`config.mk`:
```
export PLATFORM = sky130hd
export DESIGN_NAME = sfm_watchdog
export DESIGN_NICKNAME = d
export VERILOG_FILES = /design/src/rtl/sfm_pkg.sv /design/src/rtl/sfm_pulse_gen.sv /design/src/rtl/sfm_watchdog.sv
export SDC_FILE = /design/constraint.sdc
export NUM_CORES = 1
export LEC_CHECK = 0
export BUFFER_PORTS_ARGS = -buffer_cell sky130_fd_sc_hd__buf_2
export CAP_MARGIN = 20
export CORE_MARGIN = 4
export CORE_UTILIZATION = 49
export CTS_CLUSTER_DIAMETER = 30
export DETAILED_ROUTE_END_ITERATION = 10
export PLACE_DENSITY = 0.77
export SLEW_MARGIN = 15
export SYNTH_ARGS = -nofsm -noshare
export SYNTH_HDL_FRONTEND = slang
export SYNTH_HIERARCHICAL = 1
export SYNTH_SLANG_ARGS = --single-unit
```
`constraint.sdc`:
```
create_clock -name clk_i -period 2.9 [get_ports clk_i]
set_clock_uncertainty 0.15 [all_clocks]
set_input_delay 0.435 -clock clk_i [delete_from_list [all_inputs] [get_ports clk_i]]
set_output_delay 0.435 -clock clk_i [all_outputs]
set_load 0.1 [all_outputs]
```
`src/rtl/sfm_pkg.sv`:
```
package sfm_pkg;

	// Register map, byte address on the Wishbone bus
	localparam logic [7:0] SFM_CTRL_ADDR  = 8'h0c;
	localparam logic [7:0] SFM_CTRL_RESET = 8'h7f;

	// Field positions inside the control register
	localparam int SFM_ACTIVE_BIT = 7;
	localparam int SFM_TOP_BIT    = 6;

	// Countdown value at which the top bit is about to clear
	localparam logic [6:0] SFM_COUNT_EDGE = 7'h40;

	// Decrement interval in machine cycles
	localparam int SFM_STEP_CYCLES = 49152;

	// Reset pulse length, ns, and the clock period, ns
	localparam int SFM_PULSE_NS  = 500;
	localparam int SFM_CLK_NS    = 5;
	localparam int SFM_PULSE_CYC = SFM_PULSE_NS / SFM_CLK_NS;

	// Classic Wishbone request as seen by the slave
	typedef struct packed {
		logic        cyc;
		logic        stb;
		logic        we;
		logic [7:0]  adr;
		logic [3:0]  sel;
		logic [31:0] dat;
	} sfm_wb_req_s;

endpackage

```
`src/rtl/sfm_pulse_gen.sv`:
```
// Stretches a one-cycle trigger into a fixed-length low-active reset pulse
module sfm_pulse_gen
	import sfm_pkg::*;
(
	input  wire logic clk_i,
	input  wire logic rst_i,
	input  wire logic trigger_i,
	output logic      reset_n_o,
	output logic      busy_o
);

	logic [7:0] remain;

	// Load on trigger, count down to zero; re-trigger restarts the pulse
	always_ff @(posedge clk_i) begin
		if (rst_i) begin
			remain <= 8'h00;
		end else if (trigger_i) begin
			remain <= 8'(SFM_PULSE_CYC);
		end else if (remain != 8'h00) begin
			remain <= remain - 8'h01;
		end
	end

	// Registered so the pin never glitches from the counter compare
	always_ff @(posedge clk_i) begin
		if (rst_i) begin
			reset_n_o <= 1'b1;
		end else begin
			reset_n_o <= !(trigger_i || remain > 8'h01);
		end
	end

	assign busy_o = (remain != 8'h00);

endmodule

```
`src/rtl/sfm_watchdog.sv`:
```
// Behaviour
// - Countdown field decrements once every 49,152 machine cycles.
// - Active and count passing 40h to 3Fh starts a 500 ns reset pulse.
// - Timeouts follow from the step length and loaded count.
// - Inactive after reset; once active, writes cannot deactivate it.
// - Active bit is set by software only, cleared only by reset.
// - Write with active set and top count bit clear resets at once.
// - Stop instruction while active yields a reset instead of stopping.
// - Control register resets to 7Fh.
// - Bit 7 active bit, bits 6..0 countdown, MSB first.
//
// Register access over Wishbone was chosen for this implementation.
module sfm_watchdog
	import sfm_pkg::*;
#(
	parameter int STEP_CYCLES = SFM_STEP_CYCLES
)
(
	input  wire logic        clk_i,
	input  wire logic        rst_i,
	input  wire logic        wb_cyc_i,
	input  wire logic        wb_stb_i,
	input  wire logic        wb_we_i,
	input  wire logic [7:0]  wb_adr_i,
	input  wire logic [3:0]  wb_sel_i,
	input  wire logic [31:0] wb_dat_i,
	output logic [31:0]      wb_dat_o,
	output logic             wb_ack_o,
	input  wire logic        stop_exec_i,
	output logic             stop_grant_o,
	output logic             chip_reset_n_o
);

	sfm_wb_req_s req;
	logic        monitor_active_bit;
	logic [6:0]  countdown;
	logic [16:0] prescale;
	logic        step_tick;
	logic        hit;
	logic        wr_ctrl;
	logic        write_fire;
	logic        expire_fire;
	logic        stop_fire;
	logic        pulse_busy;
	logic [7:0]  next_ctrl;

	assign req = '{cyc: wb_cyc_i, stb: wb_stb_i, we: wb_we_i,
		adr: wb_adr_i, sel: wb_sel_i, dat: wb_dat_i};

	// Single-cycle classic slave; ack drops the cycle after it was given
	assign hit     = req.cyc && req.stb && !wb_ack_o;
	assign wr_ctrl = hit && req.we && req.adr == SFM_CTRL_ADDR && req.sel[0];

	always_ff @(posedge clk_i) begin
		if (rst_i) begin
			wb_ack_o <= 1'b0;
		end else begin
			wb_ack_o <= hit;
		end
	end

	// Unmapped addresses read as zero and writes to them are dropped
	always_ff @(posedge clk_i) begin
		if (rst_i) begin
			wb_dat_o <= 32'h0000_0000;
		end else if (hit && !req.we) begin
			if (req.adr == SFM_CTRL_ADDR) begin
				wb_dat_o <= {24'h00_0000, monitor_active_bit, countdown};
			end else begin
				wb_dat_o <= 32'h0000_0000;
			end
		end
	end

	// Merged write value: the active bit can only be ORed in
	assign next_ctrl = {monitor_active_bit | req.dat[SFM_ACTIVE_BIT],
		req.dat[SFM_TOP_BIT:0]};

	// Step prescaler; restarted by every control write
	always_ff @(posedge clk_i) begin
		if (rst_i || wr_ctrl) begin
			prescale <= 17'h0_0000;
		end else if (step_tick) begin
			prescale <= 17'h0_0000;
		end else begin
			prescale <= prescale + 17'h0_0001;
		end
	end

	assign step_tick = (prescale == 17'(STEP_CYCLES - 1));

	// Active bit: cleared only by reset, never by a write
	always_ff @(posedge clk_i) begin
		if (rst_i) begin
			monitor_active_bit <= SFM_CTRL_RESET[SFM_ACTIVE_BIT];
		end else if (wr_ctrl) begin
			monitor_active_bit <= next_ctrl[SFM_ACTIVE_BIT];
		end
	end

	// Countdown field; a write wins over a coincident decrement
	always_ff @(posedge clk_i) begin
		if (rst_i) begin
			countdown <= SFM_CTRL_RESET[SFM_TOP_BIT:0];
		end else if (wr_ctrl) begin
			countdown <= next_ctrl[SFM_TOP_BIT:0];
		end else if (step_tick) begin
			countdown <= countdown - 7'h01;
		end
	end

	// Reset sources; expiry and stop only while active, a write also when it sets active
	assign expire_fire = monitor_active_bit && step_tick && !wr_ctrl &&
		countdown == SFM_COUNT_EDGE;
	assign write_fire  = wr_ctrl && next_ctrl[SFM_ACTIVE_BIT] &&
		!next_ctrl[SFM_TOP_BIT];
	assign stop_fire   = monitor_active_bit && stop_exec_i;

	// Stop is granted only when the monitor cannot turn it into a reset
	assign stop_grant_o = stop_exec_i && !monitor_active_bit;

	sfm_pulse_gen u_pulse (
		.clk_i     (clk_i),
		.rst_i     (rst_i),
		.trigger_i (expire_fire || write_fire || stop_fire),
		.reset_n_o (chip_reset_n_o),
		.busy_o    (pulse_busy)
	);

	// Busy is informational; the chip reset pin returns high by itself once the pulse counter runs out
	logic unused_busy;
	assign unused_busy = pulse_busy;

endmodule

```
---- Word-level counts from Yosys, hierarchy flattened ----
Cells that the tools add are included.
word-level totals
  register bits ........................... 67
  bits of input ports ..................... 50
  output and inout bits ................... 35
  logic and storage cells ................. 49
operators by class
  $add $sub $neg .......................... 3
  magnitude comparators ................... 1
  eq/ne operators ......................... 3
  multiplexer cells ....................... 5
  bitwise gates (word level) .............. 1
  reduce and logical (&&, ||, !) cells .... 28
operator list
  kind                   count
  $mux 7                 4
  $add 17x1->17 const B  1
  $eq 17x16->1 const B   1
  $logic_and 1x1->1      13
  $eq 8x4->1 const B     1
  $gt 8x1->1 const B     1
  $mux 8                 1
  $reduce_bool 8->1      1
  $sub 8x1->8 const B    1
  $eq 7x7->1 const B     1
  $sub 7x1->7 const B    1
  $logic_not 1->1        6
  $logic_or 1x1->1       4
  $reduce_bool 2->1      2
  $reduce_or 2->1        2
  $or 1x1->1             1

---- Longest topological paths before layout ----
  word-level depth ........................ 12
  gate-level depth with buffers ........... 9
  mapped depth without buffers ............ 8

---- By module ----
The synthesis kept the hierarchy.
modules (own cells, without submodules)
  module         instances  cells each  area each (um^2)  sequential area each (um^2)
  sfm_watchdog   1          208         1819.2            680.7
  sfm_pulse_gen  1          58          525.5             180.2

---- Worst setup path before layout ----
OpenSTA, ideal clock, no wires.
  kind .................................... in2reg
  start ................................... in wb_adr_i[5]
  end ..................................... reg u_pulse.reset_n_o
  setup time .............................. 61 ps
  arrival ................................. 2341 ps
  data required time ...................... 2689 ps
  setup slack ............................. 348 ps
  stages on the path ...................... 8
  path buffers ............................ 1
  cell sequence ........................... or4_4 nor4_2 buf_4 nor3_1 a211o_1 nor2_1 o2111ai_1 nand2b_1
between the ends
  cells in the longest elaborated chain, start to end .. 10
  elaborated cells between the ends (all ways) .. 12
  classes of those cells .................. 1 x eq/ne; 11 x reduce/logical
RTL lines
  what                                line                 RTL
  from (decl)                         sfm_watchdog.sv:24   input wire logic [7:0] wb_adr_i,
  $eq 8x4->1 (*)                      sfm_watchdog.sv:52   assign wr_ctrl = hit && req.we && req.adr == SFM_CTRL_ADDR && req.sel[0];
  $logic_and 1x1->1 (*) (2 in a row)  sfm_watchdog.sv:52
  $logic_not 1->1                     sfm_watchdog.sv:113  assign expire_fire = monitor_active_bit && step_tick && !wr_ctrl &&
  $logic_and 1x1->1 (2 in a row)      sfm_watchdog.sv:113
  $logic_or 1x1->1 (*) (2 in a row)   sfm_watchdog.sv:125  .trigger_i (expire_fire || write_fire || stop_fire),
  $logic_or 1x1->1 (*)                sfm_pulse_gen.sv:30  reset_n_o <= !(trigger_i || remain > 8'h01);
  $logic_not 1->1 (*)                 sfm_pulse_gen.sv:30
  to (signal assigned)                sfm_pulse_gen.sv:30
  to (decl)                           sfm_pulse_gen.sv:8   output logic reset_n_o,
Every way passes the cells marked *; elsewhere a longest branch is shown, timed or not.
A chain may end at the register's enable or synchronous reset.

---- Final worst setup path ----
  start ................................... in wb_adr_i[5]
  end ..................................... reg u_pulse.remain[0]
between the ends
  cells in the longest elaborated chain, start to end .. 9
  elaborated cells between the ends (all ways) .. 11
  classes of those cells .................. 1 x eq/ne; 10 x reduce/logical
RTL lines
  what                                line                 RTL
  $eq 8x4->1 (*)                      sfm_watchdog.sv:52
  $logic_and 1x1->1 (*) (2 in a row)  sfm_watchdog.sv:52
  $logic_not 1->1                     sfm_watchdog.sv:113
  $logic_and 1x1->1 (2 in a row)      sfm_watchdog.sv:113
  $logic_or 1x1->1 (*) (2 in a row)   sfm_watchdog.sv:125
  $reduce_or 2->1 (no line) (*)       --
  to (signal assigned)                sfm_pulse_gen.sv:19  remain <= 8'(SFM_PULSE_CYC);
  to (signal assigned)                sfm_pulse_gen.sv:21  remain <= remain - 8'h01;
  to (decl)                           sfm_pulse_gen.sv:12  logic [7:0] remain;
Marked as above.

==> flow_metrics.env <==
export IMPL_status="complete, no violations"
export IMPL_tns_ns=0
export IMPL_ir_worst_vdd_v=0.000600
export IMPL_ctsHtreeMaxLevel=2
export IMPL_via_per_inst=5.52
export IMPL_tightestPinTransition_ns=0.644
export IMPL_antenna_found_initial=0
export IMPL_seq_power_share_pct=43.0
export IMPL_cts_hold_buf=0
export IMPL_pwr_share_clk_pct=22.5
export IMPL_synth_cell_area_sq_um=2340
export IMPL_crit_path_end_kind="register"
export IMPL_grt_pass1_vias=1745
export IMPL_max_freq_ghz=0.414
export IMPL_clock_sinks=43
export IMPL_antenna_cells=0
export IMPL_root_buffer="clkbuf_8"
export IMPL_drv_slew=0
export IMPL_p_int_uw=1030
export IMPL_drt_pass1_iter_count=4
export IMPL_crit_required_ns=2.94
export IMPL_syn_area_per_cell_sq_um=8.83
export IMPL_setup_violations=0
export IMPL_cp_data_arrival_time_ns=2.45
export IMPL_grt_overflow=0
export IMPL_p_switching_uw=654
export IMPL_drive_above_1_share_pct=20.1
export IMPL_drt_initial_drc_count=156
export IMPL_post_cts_setup_buffer_count=0
export IMPL_fillers=409
export IMPL_critical_path_peak_fanout=6
export IMPL_grt_pass1_wl_mm=7.67
export IMPL_p_sw_share_pct=38.9
export IMPL_start_util_pct=52.3
export IMPL_nets=349
export IMPL_area_growth_pct=7.48
export IMPL_grt_use_total_pct=15.5
export IMPL_path_clk_slew_ns=0.08
export IMPL_routabilityCongestion=0.758
export IMPL_power_total_uw=1680
export IMPL_hold_class="in2reg"
export IMPL_wire_per_inst_um=13.6
export IMPL_die_x_um=77.1
export IMPL_fin_crit_sh_pct=83.3
export IMPL_drcViolationCount=0
export IMPL_clkLatencyLatePin_ns=0.29
export IMPL_drv_cap=0
export IMPL_cp_slowest_stage_delay_ns=0.58
export IMPL_path_class="in2reg"
export IMPL_drtAntennaViolNets=0
export IMPL_cts_tree="done"
export IMPL_power_density_nw_per_um2=668
export IMPL_ctsResizeCount=0
export IMPL_critPathTopFamily="simple AND/OR/NAND/NOR gates"
export IMPL_dp_hpwl_mm=3.38
export IMPL_synth_cells=265
export IMPL_p_comb_share_pct=34.4
export IMPL_fin_crit_ns=2.41
export IMPL_io_buffers=33
export IMPL_clockBufferDepth=2
export IMPL_vias=1903
export IMPL_cp_cell_sequence="buf_2, or4_4, or4_1, nor3_2, a211o_1, nor2_1, and3b_1"
export IMPL_cts_buffers=5
export IMPL_num_rows=24
export IMPL_start_kind="input port"
export IMPL_critPathBufInv=1
export IMPL_slowest_stage="or4_1"
export IMPL_yosysWarningCount=6
export IMPL_rsz0062_at_grt="no"
export IMPL_slew_headroom_pct=57.1
export IMPL_io_pins=85
export IMPL_die_h_um=77.1
export IMPL_dieArea_sq_um=5950
export IMPL_wl_mm=4.68
export IMPL_grt_max_degree=39
export IMPL_p_leak_uw=0.00101
export IMPL_core_area_sq_um=4470
export IMPL_hold_violations=0
-- cell type report --
type	count	area [sq um]	share of cell area (%)
multi-input cells	202	1300	51.7
clock inverters	1	5.00	0.199
flip-flops and latches	43	861	34.2
clock buffers	6	82.6	3.28
well taps	52	65.1	2.59
repair buffers	35	180	7.16
inverters	6	22.5	0.895
-- power groups by stage --
stage,Combinational (uW),Sequential [uW],Clock [uW]
after global placement,561,733,0
after floorplan,517,755,0
final,579,723,379
after CTS,580,722,394
after global routing,630,734,416
after detailed placement,579,735,0
-- metrics by stage --
step           instance area (sq um)  utilization (%)  cells  setup slack (ns)  hold slack [ns]
4_1_cts                         2520             56.2    345             0.499            0.219
2_1_floorplan                   2430                -    288             0.348            0.280
3_3_place_gp                    2430             54.3    338             0.204            0.294
5_1_grt                         2520             56.2    345             0.324            0.215
3_5_place_dp                    2430             54.3    338             0.179            0.320
6_report                        2520             56.2    345             0.486            0.225
-- per-layer routing --
metal | global-route usage, % | wire, um
met1 | 18.1 | 2020
met5 | 0 | 0
met3 | 3.63 | 265
met4 | 6.94 | 91
met2 | 26.7 | 2300
-- flip-flops by register name (all words and copies together), names as in the netlist --
| signal | count |
|---|---|
| countdown | 7 |
| monitor_active_bit | 1 |
| prescale | 17 |
| u_pulse/remain | 8 |
| u_pulse/reset_n_o | 1 |
| wb_ack_o | 1 |
| wb_dat_o | 8 |
-- path summary, 6_finish.rpt --
| path | endpoint | depth (start not counted) | slack (ns) | startpoint |
|---|---|---|---|---|
| worst min register to register | prescale[0]$_SDFF_PP0_ | 1 | 0.33 | prescale[0]$_SDFF_PP0_ |
| worst max register to register | u_pulse/remain[0]$_SDFFE_PP0P_ | 7 | 0.57 | prescale[0]$_SDFF_PP0_ |
| worst min-delay path | countdown[1]$_SDFFE_PP1P_ | 3 | 0.23 | wb_dat_i[1] |
| worst max-delay path | u_pulse/remain[0]$_SDFFE_PP0P_ | 7 | 0.49 | wb_adr_i[5] |
-- layout by cell type, fill, tap and decap left out, types with 2 or more instances in the layout --
master,instances
dfxtp_1,43
buf_2,33
nor2_1,31
conb_1,24
nor3_1,16
nand2_1,10
xnor2_1,10
a22oi_1,8
nor3_2,7
nor4_1,7
inv_1,6
nand4_1,6
nand3_1,6
xor2_1,6
ha_1,6
clkbuf_8,6
nor2b_1,4
and4_1,4
and3_1,4
a2111oi_0,4
a21oi_1,4
and4_4,3
nand2b_1,3
o21ai_0,3
o21ai_1,3
or4_4,2
nand4bb_1,2
or3_1,2
nor3b_1,2
a311oi_1,2
buf_4,2
and3b_1,2
a31oi_1,2
-- tightest hold or removal path, delay by kind of cell --
kind	cells	cell delay, ns
AOI/OAI and AO/OA	2	0.11
buffers and inverters	1	0.09
Power figures use the tool's default switching activity.
